===== config.mk =====
export PLATFORM = sky130hd
export DESIGN_NAME = flash_isp_controller
export DESIGN_NICKNAME = d
export VERILOG_FILES = /design/src/inc/flash_isp_pkg.sv /design/src/hdl/isp_op_timer.sv /design/src/hdl/flash_isp_controller.sv
export VERILOG_INCLUDE_DIRS = /design/src /design/src/inc
export SDC_FILE = /design/constraint.sdc
export NUM_CORES = 1
export LEC_CHECK = 0
export ABC_AREA = 1
export BUFFER_PORTS_ARGS = -buffer_cell sky130_fd_sc_hd__buf_4
export CAP_MARGIN = 20
export CORE_MARGIN = 4
export CORE_UTILIZATION = 44
export DETAILED_ROUTE_END_ITERATION = 8
export PLACE_DENSITY = 0.77
export SLEW_MARGIN = 20
export SYNTH_ARGS = -nofsm -noshare
export SYNTH_HDL_FRONTEND = slang
export SYNTH_SLANG_ARGS = --single-unit

===== constraint.sdc =====
create_clock -name i_core_clk -period 8.3 [get_ports i_core_clk]
set_input_delay 0 -clock i_core_clk [delete_from_list [all_inputs] [get_ports i_core_clk]]
set_output_delay 0 -clock i_core_clk [all_outputs]
set_load 0.005 [all_outputs]

===== src/inc/flash_isp_consts.svh =====
`ifndef FLASH_ISP_CONSTS_SVH
`define FLASH_ISP_CONSTS_SVH
// register byte offsets
`define OFF_CTRL 12'h000
`define OFF_ADDR 12'h004
`define OFF_DATA 12'h008
`define OFF_CMD  12'h00c
`define OFF_TRIG 12'h010
`define OFF_DFB  12'h014
`define OFF_FAW  12'h018
// control register fields
`define CTL_EN     0
`define CTL_BS     1
`define CTL_CFGU   4
`define CTL_LDU    5
`define CTL_FF     6
`define CTL_PT_LSB 8
`define CTL_ET_LSB 12
`define TRG_GO     0
`define FAW_W      4
`define CMD_W      6
// unlock byte sequence
`define UNLOCK_B1 8'h59
`define UNLOCK_B2 8'h16
`define UNLOCK_B3 8'h88
// command codes
`define CMD_READ  6'h00
`define CMD_PROG  6'h21
`define CMD_ERASE 6'h22
// configuration word fields
`define CFGA_DATA_FLASH_DISABLE_N  0
`define CFGA_LOCK  1
`define CFGA_CBS   7
`define CFGA_BORST 20
`define CFGA_BOV   22:21
`define CFGA_BODEN 23
`define CFGA_OSC   26:24
`define CFGA_CKF   28
`define CFGB_DFB   19:0
`define CFG_ERASED 32'hffff_ffff
// address map
`define PF_END     32'h0002_0000
`define LDR_BASE   32'h0010_0000
`define LDR_END    32'h0010_1000
`define CFG_LAST   20'h0_0004
`define SMALL_DFB  32'h0001_f000
// timing
`define CLK_MHZ      50
`define CYC_PER_US   (`CLK_MHZ)
`define CYC_PER_MS   (`CLK_MHZ * 1000)
`define READ_TIME_NS 40
`define READ_CYC     ((`READ_TIME_NS * `CLK_MHZ + 999) / 1000)
`define ET_BASE_MS   20
`define ET_FAST_MS   3
`define ET_STEP_MS   5
`define PT_BASE_US   40
`define PT_FAST_US   20
`define PT_STEP_US   5
`define TMR_W        21
`endif


===== src/inc/flash_isp_pkg.sv =====
`default_nettype none
package flash_isp_pkg;
  typedef logic [31:0] word_t;
  typedef logic [5:0]  cmd_t;
  typedef enum logic [1:0] {UL_IDLE, UL_GOT1, UL_GOT2, UL_OPEN} unlock_e;
  typedef enum logic {OP_IDLE, OP_RUN} op_e;
endpackage : flash_isp_pkg
`default_nettype wire


===== src/hdl/isp_op_timer.sv =====
`timescale 1ns/10ps
`default_nettype none
`include "flash_isp_consts.svh"
module isp_op_timer (
  input  wire logic              i_core_clk,
  input  wire logic              i_rst,
  input  wire logic              i_start,
  input  wire logic [`TMR_W-1:0] i_cycles,
  output logic                   o_done
);
  import flash_isp_pkg::*;
  logic [`TMR_W-1:0] remain;

  // a zero request runs one cycle so the operation never hangs
  always_ff @(posedge i_core_clk or posedge i_rst) begin
    if (i_rst) begin
      remain <= '0;
    end else if (i_start) begin
      remain <= (i_cycles == '0) ? `TMR_W'(1) : i_cycles;
    end else if (remain != '0) begin
      remain <= remain - `TMR_W'(1);
    end
  end

  assign o_done = (remain == `TMR_W'(1));
endmodule : isp_op_timer
`default_nettype wire


===== src/hdl/flash_isp_controller.sv =====
// What this block does
// - Control writes take effect only after unlock bytes 59, 16, 88 in order.
// - On trigger, errors are checked first; on error no start, fail flag sets.
// - Fail on self-write of program flash or loader, locked config, bad address.
// - Config erase or program refused and flagged while config update is off.
// - Fail flag sticky until software clears; new operations still start.
// - Writing 1 to the fail flag clears it; 0 leaves it.
// - CPU stalls while the trigger is set; peripherals run on.
// - Trigger clears itself on completion so software can poll it.
// - Loader updates allowed from program flash only with loader update enable.
// - Boot select takes inverted config boot bit on power-on reset only.
// - Software sets boot select and resets to boot from loader.
// - Config boot bit 0 boots loader, 1 boots program flash.
// - Config clock source copied into clock select after every reset.
// - Security lock 0 makes debug reads all ones except id and config.
// - Large part: data flash enable bit 0 enables region at configured base.
// - Brown-out reset and detect bits are active low enables.
// - Trigger write 1 starts; reads 1 while busy, 0 when done.
`timescale 1ns/10ps
`default_nettype none
`include "flash_isp_consts.svh"
module flash_isp_controller #(
  parameter int unsigned P_CYC_PER_MS = `CYC_PER_MS,
  parameter bit          P_LARGE_PART = 1'b1
) (
  input  wire logic                 i_core_clk,
  input  wire logic                 i_rst,
  input  wire logic                 i_por_rst,
  input  wire logic                 i_reg_sel,
  input  wire logic                 i_reg_wr,
  input  wire logic [11:0]          i_reg_addr,
  input  wire flash_isp_pkg::word_t i_reg_wdata,
  output flash_isp_pkg::word_t      o_reg_rdata,
  input  wire logic                 i_unlock_wr,
  input  wire logic [7:0]           i_unlock_data,
  output logic                      o_unlocked,
  input  wire flash_isp_pkg::word_t i_cfg_a,
  input  wire flash_isp_pkg::word_t i_cfg_b,
  output logic                      o_flash_start,
  output flash_isp_pkg::cmd_t       o_flash_cmd,
  output flash_isp_pkg::word_t      o_flash_addr,
  output flash_isp_pkg::word_t      o_flash_wdata,
  input  wire flash_isp_pkg::word_t i_flash_rdata,
  output logic                      o_cpu_stall,
  output logic                      o_boot_from_loader,
  output logic [2:0]                o_clk_sel,
  output logic                      o_xtal_filter_en,
  output logic                      o_bod_en,
  output logic                      o_bor_en,
  output logic [1:0]                o_bo_level,
  output logic                      o_df_en,
  output flash_isp_pkg::word_t      o_df_base,
  output logic [`FAW_W-1:0]         o_access_window,
  input  wire flash_isp_pkg::word_t i_dbg_rdata,
  input  wire logic                 i_dbg_id_or_cfg,
  output flash_isp_pkg::word_t      o_dbg_rdata
);
  import flash_isp_pkg::*;

  unlock_e           ul_state;
  op_e               op_state;
  word_t             isp_address, isp_data, cfg_a_q, cfg_b_q;
  cmd_t              isp_command;
  logic              prog_enable, config_update_enable, loader_update_enable;
  logic              op_fail_flag, boot_select_status, por_pend, load_done;
  logic [2:0]        erase_time_sel, program_time_sel;
  logic [`FAW_W-1:0] flash_access_window;
  logic [`TMR_W-1:0] op_cycles;
  logic              wr, ctrl_we, trig_req, trig_go, fail_set, fail_clr, tmr_done;
  logic              is_cfg, is_ldr, is_pf, in_df, is_write, cmd_ok, range_bad, fail_now;

  // erase time in ms from the select field
  function automatic int unsigned erase_ms(input logic [2:0] sel);
    if (sel[2]) begin
      erase_ms = (sel[1:0] == 2'b00) ? `ET_FAST_MS : `ET_STEP_MS * sel[1:0];
    end else begin
      erase_ms = `ET_BASE_MS + `ET_STEP_MS * sel[1:0];
    end
  endfunction : erase_ms

  // program time in us from the select field
  function automatic int unsigned prog_us(input logic [2:0] sel);
    prog_us = (sel[2] ? `PT_FAST_US : `PT_BASE_US) + `PT_STEP_US * sel[1:0];
  endfunction : prog_us

  // bus decode; writes are ignored while an operation runs
  assign wr       = i_reg_sel && i_reg_wr && (op_state == OP_IDLE);
  assign ctrl_we  = wr && (i_reg_addr == `OFF_CTRL) && (ul_state == UL_OPEN);
  assign trig_req = wr && (i_reg_addr == `OFF_TRIG) && i_reg_wdata[`TRG_GO] && prog_enable;
  assign o_unlocked = (ul_state == UL_OPEN);

  // ordered unlock sequence; any write while open locks again
  always_ff @(posedge i_core_clk or posedge i_rst) begin
    if (i_rst) begin
      ul_state <= UL_IDLE;
    end else if (i_unlock_wr) begin
      case (ul_state)
        UL_IDLE: ul_state <= (i_unlock_data == `UNLOCK_B1) ? UL_GOT1 : UL_IDLE;
        UL_GOT1: ul_state <= (i_unlock_data == `UNLOCK_B2) ? UL_GOT2 : UL_IDLE;
        UL_GOT2: ul_state <= (i_unlock_data == `UNLOCK_B3) ? UL_OPEN : UL_IDLE;
        default: ul_state <= UL_IDLE;
      endcase
    end
  end

  assign cmd_ok   = (isp_command == `CMD_READ) || (isp_command == `CMD_PROG) ||
                    (isp_command == `CMD_ERASE);
  assign is_write = (isp_command == `CMD_PROG) || (isp_command == `CMD_ERASE);
  assign is_cfg   = (isp_address[31:22] == '0) && isp_address[21] && isp_address[20];
  assign is_pf    = (isp_address < `PF_END);
  assign is_ldr   = (isp_address >= `LDR_BASE) && (isp_address < `LDR_END);
  assign in_df    = is_pf && o_df_en && (isp_address >= o_df_base);
  assign range_bad = is_cfg ? (isp_address[19:0] > `CFG_LAST) : !(is_pf || is_ldr);

  // error conditions; data flash stays writable from program flash
  always_comb begin
    fail_now = !cmd_ok || range_bad;
    if (is_write && is_pf && !in_df && !boot_select_status) begin
      fail_now = 1'b1;
    end
    if (is_write && is_ldr && (boot_select_status || !loader_update_enable)) begin
      fail_now = 1'b1;
    end
    if (is_write && is_cfg && !config_update_enable) begin
      fail_now = 1'b1;
    end
  end

  assign trig_go  = trig_req && !fail_now;
  assign fail_set = trig_req && fail_now;
  assign fail_clr = ctrl_we && i_reg_wdata[`CTL_FF];

  // operation length from the timing fields
  always_comb begin
    case (isp_command)
      `CMD_ERASE: op_cycles = `TMR_W'(erase_ms(erase_time_sel) * P_CYC_PER_MS);
      `CMD_PROG:  op_cycles = `TMR_W'(prog_us(program_time_sel) * `CYC_PER_US);
      default:    op_cycles = `TMR_W'(`READ_CYC);
    endcase
  end

  isp_op_timer u_timer (
    .i_core_clk (i_core_clk),
    .i_rst      (i_rst),
    .i_start    (trig_go),
    .i_cycles   (op_cycles),
    .o_done     (tmr_done)
  );

  // run state is the trigger bit
  always_ff @(posedge i_core_clk or posedge i_rst) begin
    if (i_rst) begin
      op_state      <= OP_IDLE;
      o_flash_start <= 1'b0;
    end else begin
      o_flash_start <= trig_go;
      case (op_state)
        OP_IDLE: op_state <= trig_go ? OP_RUN : OP_IDLE;
        OP_RUN:  op_state <= tmr_done ? OP_IDLE : OP_RUN;
        default: op_state <= OP_IDLE;
      endcase
    end
  end

  // cpu held for the whole operation
  assign o_cpu_stall = (op_state == OP_RUN);

  // sticky fail flag; a new failure wins over a clear
  always_ff @(posedge i_core_clk or posedge i_rst) begin
    if (i_rst) begin
      op_fail_flag <= 1'b0;
    end else if (fail_set) begin
      op_fail_flag <= 1'b1;
    end else if (fail_clr) begin
      op_fail_flag <= 1'b0;
    end
  end

  always_ff @(posedge i_core_clk or posedge i_rst) begin
    if (i_rst) begin
      prog_enable          <= 1'b0;
      config_update_enable <= 1'b0;
      loader_update_enable <= 1'b0;
      erase_time_sel       <= 3'h0;
      program_time_sel     <= 3'h0;
    end else if (ctrl_we) begin
      prog_enable          <= i_reg_wdata[`CTL_EN];
      config_update_enable <= i_reg_wdata[`CTL_CFGU];
      loader_update_enable <= i_reg_wdata[`CTL_LDU];
      erase_time_sel       <= i_reg_wdata[`CTL_ET_LSB+:3];
      program_time_sel     <= i_reg_wdata[`CTL_PT_LSB+:3];
    end
  end

  // access window field shares the same write protection
  always_ff @(posedge i_core_clk or posedge i_rst) begin
    if (i_rst) begin
      flash_access_window <= '0;
    end else if (wr && (i_reg_addr == `OFF_FAW) && (ul_state == UL_OPEN)) begin
      flash_access_window <= i_reg_wdata[`FAW_W-1:0];
    end
  end
  assign o_access_window = flash_access_window;

  // address, data, command; read results land in the data register
  always_ff @(posedge i_core_clk or posedge i_rst) begin
    if (i_rst) begin
      isp_address <= '0;
      isp_data    <= '0;
      isp_command <= `CMD_READ;
    end else begin
      if (wr && (i_reg_addr == `OFF_ADDR)) begin
        isp_address <= i_reg_wdata;
      end
      if (wr && (i_reg_addr == `OFF_CMD)) begin
        isp_command <= i_reg_wdata[`CMD_W-1:0];
      end
      if (wr && (i_reg_addr == `OFF_DATA)) begin
        isp_data <= i_reg_wdata;
      end else if (tmr_done && (isp_command == `CMD_READ)) begin
        isp_data <= i_flash_rdata;
      end
    end
  end
  assign o_flash_cmd   = isp_command;
  assign o_flash_addr  = isp_address;
  assign o_flash_wdata = isp_data;

  // configuration copy after every reset release; flash reads as erased until then
  always_ff @(posedge i_core_clk or posedge i_rst) begin
    if (i_rst) begin
      load_done <= 1'b0;
      cfg_a_q   <= `CFG_ERASED;
      cfg_b_q   <= `CFG_ERASED;
      o_clk_sel <= 3'h0;
    end else if (!load_done) begin
      load_done <= 1'b1;
      cfg_a_q   <= i_cfg_a;
      cfg_b_q   <= i_cfg_b;
      o_clk_sel <= i_cfg_a[`CFGA_OSC];
    end
  end

  // boot select survives ordinary resets; only power-on reset clears it
  always_ff @(posedge i_core_clk or posedge i_por_rst) begin
    if (i_por_rst) begin
      por_pend           <= 1'b1;
      boot_select_status <= 1'b0;
    end else if (!load_done && !i_rst) begin
      por_pend <= 1'b0;
      if (por_pend) begin
        boot_select_status <= !i_cfg_a[`CFGA_CBS];
      end
    end else if (ctrl_we) begin
      boot_select_status <= i_reg_wdata[`CTL_BS];
    end
  end
  assign o_boot_from_loader = boot_select_status;

  assign o_bod_en         = !cfg_a_q[`CFGA_BODEN];
  assign o_bor_en         = !cfg_a_q[`CFGA_BORST];
  assign o_bo_level       = cfg_a_q[`CFGA_BOV];
  assign o_xtal_filter_en = cfg_a_q[`CFGA_CKF];
  assign o_df_en   = P_LARGE_PART ? !cfg_a_q[`CFGA_DATA_FLASH_DISABLE_N] : 1'b1;
  assign o_df_base = P_LARGE_PART ? {12'h000, cfg_b_q[`CFGB_DFB]} : `SMALL_DFB;

  // debug read masking; the isp path is never masked
  always_ff @(posedge i_core_clk or posedge i_rst) begin
    if (i_rst) begin
      o_dbg_rdata <= '0;
    end else if (!cfg_a_q[`CFGA_LOCK] && !i_dbg_id_or_cfg) begin
      o_dbg_rdata <= '1;
    end else begin
      o_dbg_rdata <= i_dbg_rdata;
    end
  end

  // registered read port, unmapped offsets read zero
  always_ff @(posedge i_core_clk or posedge i_rst) begin
    if (i_rst) begin
      o_reg_rdata <= '0;
    end else if (i_reg_sel && !i_reg_wr) begin
      case (i_reg_addr)
        `OFF_CTRL: begin
          o_reg_rdata                   <= '0;
          o_reg_rdata[`CTL_EN]          <= prog_enable;
          o_reg_rdata[`CTL_BS]          <= boot_select_status;
          o_reg_rdata[`CTL_CFGU]        <= config_update_enable;
          o_reg_rdata[`CTL_LDU]         <= loader_update_enable;
          o_reg_rdata[`CTL_FF]          <= op_fail_flag;
          o_reg_rdata[`CTL_PT_LSB+:3]   <= program_time_sel;
          o_reg_rdata[`CTL_ET_LSB+:3]   <= erase_time_sel;
        end
        `OFF_ADDR: o_reg_rdata <= isp_address;
        `OFF_DATA: o_reg_rdata <= isp_data;
        `OFF_CMD:  o_reg_rdata <= {26'h0, isp_command};
        `OFF_TRIG: o_reg_rdata <= {31'h0, o_cpu_stall};
        `OFF_DFB:  o_reg_rdata <= o_df_base;
        `OFF_FAW:  o_reg_rdata <= {28'h0, flash_access_window};
        default:   o_reg_rdata <= '0;
      endcase
    end
  end
endmodule : flash_isp_controller
`default_nettype wire


* Word-level counts from Yosys, hierarchy flattened
Cells that the tools add are included.
** Operators by class
- Add/subtract/negate cells :: 3
- $mul :: 4
- Magnitude comparators :: 5
- Eq/ne operators :: 16
- Mux-type cells :: 28
- Bitwise operators :: 1
- Reductions and logical operators :: 65
** Operators with widths (count)
- case mux 32 bit (7 select lines) :: 1
- 2-to-1 mux 32 bit :: 4
- 2-to-1 mux 21 bit :: 3
- case mux 21 bit (2 select lines) :: 1
- == test 12 x 5 -> 1 bit (second input constant) :: 3
- greater-or-equal comparator 32 x 20 -> 1 bit :: 1
- greater-or-equal comparator 32 x 21 -> 1 bit (second input constant) :: 1
- < comparator 32 x 18 -> 1 bit (second input constant) :: 1
- < comparator 32 x 21 -> 1 bit (second input constant) :: 1
- multiplier 32 x 12 -> 17 bit (second input constant) :: 1
- logical AND 1 bit :: 31
- == test 12 x 4 -> 1 bit (second input constant) :: 2
- == test 21 x 1 -> 1 bit (second input constant) :: 1
- zero test 21 bit :: 1
- nonzero test 21 bit :: 1
- subtractor 21 x 1 -> 21 bit (second input constant) :: 1
- greater-than comparator 20 x 3 -> 1 bit (second input constant) :: 1
- zero test 1 bit :: 16
- == test 12 x 3 -> 1 bit (second input constant) :: 1
- == test 6 bit (second input constant) :: 2
- zero test 12 bit :: 1
- multiplier 7 x 5 -> 12 bit (second input constant) :: 1
- 2-to-1 mux 1 bit :: 12
- 2-to-1 mux 6 bit :: 2
- 20 further kinds :: 32
** Word-level totals
- Register bits :: 228
- Input bits :: 187
- Output and inout port bits :: 183
- Logic and storage cells :: 144

* Depth between registers and ports, before layout
- Word-level depth :: 13
- Mapped depth :: 27
- Mapped depth without buffers :: 27

* Hierarchy
A second synthesis with hierarchy kept.
** Unflattened totals
- Cell total of the unflattened synthesis :: 1583
- Area, all modules :: 12538.3 sq um
** Modules (own cells, without submodules)
- flash_isp_controller :: times used 1, cells each 1324, area each 10861.7 sq um
- isp_op_timer :: times used 1, cells each 259, area each 1676.6 sq um

* Worst setup path before layout
No wires, ideal clock.
- Kind :: register to register
- From :: register erase_time_sel[0]
- To :: register u_timer.remain[0]
- Library setup time :: 113 ps
- Data arrival time :: 4193 ps
- Required time :: 8187 ps
- Slack :: 3994 ps
- Stages on the path, launching flop included :: 25
- Path buffers :: 0
- Cells stage by stage :: dfrtp_1 -> inv_1 -> ha_1 -> inv_1 -> o21ai_0 -> ha_1 -> ha_1 -> ha_1 -> inv_1 -> fa_1 -> inv_1 -> ha_1 -> fa_1 -> nand3_1 -> nand3_1 -> nand2_1 -> nand2_1 -> nand2_1 -> a21boi_0 -> a21oi_1 -> o21ai_0 -> nand3_1 -> nand2_1 -> nand2_1 -> inv_1
** On the way
- Cells in the longest elaborated chain, start to end :: 9
- Elaborated cells on any way between the ends :: 11
- Classes of those cells :: add/sub: 1; mul: 2; mux: 6; reduce/logical: 2
** RTL lines
- from (decl) :: line flash_isp_controller.sv:66 : logic [2:0] erase_time_sel, program_time_sel;
- from (signal assigned) :: line flash_isp_controller.sv:190 : erase_time_sel <= i_reg_wdata[`CTL_ET_LSB+:3];
- multiplier 3 x 2 -> 5 bit (no source line) or zero test 2 bit (tied branches)
- adder 5 x 5 -> 6 bit (no source line) or 2-to-1 mux 5 bit (tied branches)
- 2-to-1 mux 6 bit * :: line flash_isp_controller.sv:74 : if (sel[2]) begin
- 2-to-1 mux 32 bit * :: line flash_isp_controller.sv:135 : case (isp_command)
- multiplier 32 x 12 -> 17 bit * :: line flash_isp_controller.sv:136 : `CMD_ERASE: op_cycles = `TMR_W'(erase_ms(erase_time_sel) * P_CYC_PER_MS);
- case mux 21 bit (2 select lines) * :: line flash_isp_controller.sv:135
- zero test 21 bit * :: line isp_op_timer.sv:19 : remain <= (i_cycles == '0) ? `TMR_W'(1) : i_cycles;
- 2-to-1 mux 21 bit * :: line isp_op_timer.sv:19
- 2-to-1 mux 21 bit * :: line isp_op_timer.sv:18 : end else if (i_start) begin
- to (signal assigned) :: line isp_op_timer.sv:19
- to (signal assigned) :: line isp_op_timer.sv:21 : remain <= remain - `TMR_W'(1);
- to (decl) :: line isp_op_timer.sv:12 : logic [`TMR_W-1:0] remain;
Every way passes the cells marked *; elsewhere a longest branch is shown, timed or not. The select of a mux whose other input is x is not followed.
A chain may end at the register's enable or synchronous reset.

* Worst setup path after layout
Ends and elaborated chain as after synthesis.

==> results.sh <==
export IMPL_status="finished clean"
export IMPL_drv_cap=0
export IMPL_setup_viol_count_final=0
export IMPL_swShare_pct=27.9
export IMPL_switchingPower_mw=0.771
export IMPL_dp_hpwl_um=31600
export IMPL_dp_cells=2235
export IMPL_grt_max_degree=133
export IMPL_vias=12700
export IMPL_synth_top_area_cell="dfrtp_1"
export IMPL_fmax_ghz=0.204
export IMPL_final_cell_area_mm2=0.0174
export IMPL_synth_top_area_share_pct=35.4
export IMPL_grt_pass1_vias=13000
export IMPL_gp_congestion=0.901
export IMPL_crit_start="erase_time_sel[0]"
export IMPL_ys_ff_latch=206
export IMPL_wl_um=44900
export IMPL_netlist_top_cells_count="nand2_1 (417), inv_1 (227), dfrtp_1 (178)"
export IMPL_powerDensity_mw_per_mm2=159
export IMPL_start_util_pct=44.9
export IMPL_min_period_over_period_pct=59.1
export IMPL_relSlewSlack_pct=28.1
export IMPL_fin_crit_ns=4.91
export IMPL_yosysWarnings=0
export IMPL_synth_most_common_cell="nand2_1"
export IMPL_grt_ovfl_total=0
export IMPL_synthArstFlopShare_pct=100
export IMPL_pwr_share_seq_pct=44.2
export IMPL_ir_drop_v=0.000149
export IMPL_dieArea_mm2=0.0314
export IMPL_hold_depth=5
export IMPL_postRouteAntennaNets=0
export IMPL_finalSetupTns_ns=0
export IMPL_synth_flop_cell="dfrtp_1"
export IMPL_drc=0
export IMPL_yosys_top_cells_area="dfrtp_1 (35%), nand2_1 (12%), ha_1 (9.7%), inv_1 (6.8%), dfstp_2 (5.8%)"
export IMPL_fin_cells=2417
export IMPL_hp_class="in2reg"
export IMPL_io_pins=370
export IMPL_nFillCells=2318
export IMPL_synth_seq_area_share_pct=41.2
export IMPL_nets=2318
export IMPL_cts_resized=0
export IMPL_end_kind="register"
export IMPL_rows=61
export IMPL_antenna_found_initial=0
export IMPL_power_leakage_nw=9.34
export IMPL_finalClockSkew_ns=0.0215
export IMPL_coreArea_mm2=0.0280
export IMPL_crit_type="reg2reg"
export IMPL_grtUsageMet2_pct=48.7
export IMPL_fin_hold_ws_ns=0.0453
export IMPL_drv_slew=0
export IMPL_multi_input_area_mm2=0.00619
export IMPL_p_clk_share_pct=36.3
export IMPL_finalHoldViolations=0
export IMPL_met1_usage_pct=33.0
export IMPL_reg2reg_depth=23
export IMPL_clock_sinks=206
export IMPL_die_h_um=177
export IMPL_area_growth_syn_to_layout_pct=38.1
export IMPL_grt_usage_pct=27.8
export IMPL_worst_pin_slew_ns=1.08
export IMPL_fp_dieW_um=177
export IMPL_netlist_area_mm2=0.0126
export IMPL_clk_pin_slew_ns=0.07
export IMPL_via_per_inst=5.24
export IMPL_drive_gt1_share_pct=22.4
export IMPL_cp_start_kind="register"
export IMPL_clockBufferDepth=3
export IMPL_wl_per_cell_um=18.6
export IMPL_avgSynthCellArea_um2=7.98
export IMPL_worstPathMaxFanout=8
export IMPL_synth_cells=1576
export IMPL_drt_initial_drc_count=991
export IMPL_rsz0062_at_grt="false"
export IMPL_grt_pass1_wl_um=69800
export IMPL_placed_area_mm2=0.0152
export IMPL_busiest_layer="met2"
export IMPL_clk_insertion_delay_late_ns=0.52
export IMPL_worst_ep_required_time_ns=8.76
export IMPL_gr_usage_met3_pct=5.40
export IMPL_seq_area_mm2=0.00519
export IMPL_n_antenna_cell=0
export IMPL_htreeDepth=1
export IMPL_reg2reg_from="erase_time_sel[0]"
export IMPL_cts_tree="done"
export IMPL_cts_buffers=23
export IMPL_portBuffers=324
export IMPL_synth_edf_count=0
export IMPL_cp_data_arrival_time_ns=5.37
export IMPL_clockRootBuffer="clkbuf_16"
export IMPL_synth_cell_types=54
export IMPL_worstHoldStart="i_reg_wr"
export IMPL_p_int_mw=1.99
export IMPL_drtPass1Iterations=5
export IMPL_p_comb_share_pct=19.5
-- final timing paths --
kind | to | slack, ns
setup / recovery | u_timer.remain[0] | 3.39
hold / removal | o_reg_rdata[7] | 0.05
setup reg to reg | u_timer.remain[0] | 3.39
hold reg to reg | por_pend | 0.44
max in group asynchronous | program_time_sel[1] | 6.45
min in group asynchronous | o_dbg_rdata[12] | 0.26
-- state kept, by name (all words and copies together) (netlist names), 2 cells and up --
signal	cells
cfg_b_q	20
o_flash_wdata	32
o_flash_cmd	6
ul_state	2
cfg_a_q	7
erase_time_sel	3
u_timer.remain	21
o_reg_rdata	32
o_flash_addr	32
o_dbg_rdata	32
o_access_window	4
program_time_sel	3
o_clk_sel	3
-- layer usage --
metal  wire, um  share of wire (%)  up-vias
li1           -                  -     5909
met1      16800                 38     6060
met2      22400                 50      553
met3       3190                7.1      149
met4       2450                5.5        0
met5          0                  0        -
-- layout make-up --
class                   instances  area share [%]
flip-flops and latches        206            29.9
multi-input cells            1083            35.6
clock inverters                 8           0.425
well taps                     378            2.72
repair buffers                471            22.4
clock buffers                  33            3.76
inverters                     238            5.20
-- power groups by stage --
stage / Sequential [mW] / Combinational, mW / Clock (mW)
CTS: 1.21 / 0.524 / 1.01
finish: 1.22 / 0.540 / 1.00
global route: 1.23 / 0.577 / 1.06
floorplan: 1.21 / 0.149 / 0
detailed placement: 1.23 / 0.450 / 0
global placement: 1.23 / 0.435 / 0
-- kinds of logic (layout without fill, tap and decap cells) --
group / after synthesis / count (layout) / share of synthesized area [%]
flip-flops: 206 / 206 / 41.2
buffers and inverters: 298 / 750 / 9.96
other: 2 / 13 / 0.0597
AND/OR/NAND/NOR: 685 / 685 / 23.1
multiplexers: 23 / 23 / 2.06
AO/OA/AOI/OAI: 231 / 231 / 10.6
XOR/XNOR: 23 / 23 / 1.60
adder cells (fa/ha/maj): 108 / 108 / 11.3
-- cells in the final DEF (no fill, tap or decap), types with 16 or more instances in the layout --
| master | n |
|---|---|
| a21oi_1 | 42 |
| clkbuf_16 | 23 |
| nand2_1 | 417 |
| nand3_1 | 40 |
| buf_4 | 330 |
| dlygate4sd3_1 | 141 |
| o211ai_1 | 17 |
| dfstp_2 | 28 |
| nand4_1 | 29 |
| dfrtp_1 | 177 |
| o22ai_1 | 16 |
| mux2_2 | 23 |
| ha_1 | 98 |
| nor2_1 | 149 |
| o21ai_1 | 29 |
| o21ai_0 | 96 |
| inv_1 | 226 |
-- through the flow --
step           util [%]  setup slack, ns  power (mW)
3_5_place_dp       54.4             3.42        1.68
2_1_floorplan         -             2.78        1.36
4_1_cts            62.0             3.40        2.75
3_3_place_gp       54.4             3.55        1.66
6_report           62.0             3.39        2.76
5_1_grt            62.0             3.01        2.87
-- timing repair --
item | CTS | global route
hold endpoints to repair | 256 | 0
hold buffers | 141 | 0
buffers inserted | 0 | 0
setup endpoints to repair | 0 | 0
-- critical path, cell delays in order (launching register included) --
cell and delay [ns]:
dfrtp_1 0.46, inv_1 0.12, ha_1 0.36, inv_1 0.11, o21ai_0 0.45, ha_1 0.34, ha_1 0.30, ha_1 0.27
inv_1 0.05, fa_1 0.53, inv_1 0.04, ha_1 0.22, fa_1 0.42, nand3_1 0.10, nand3_1 0.14, nand2_1 0.12
nand2_1 0.05, nand2_1 0.07, a21boi_0 0.09, o21ai_0 0.29, nand3_1 0.13, nand2_1 0.09, nand2_1 0.05, inv_1 0.05
Power figures use the tool's default switching activity.
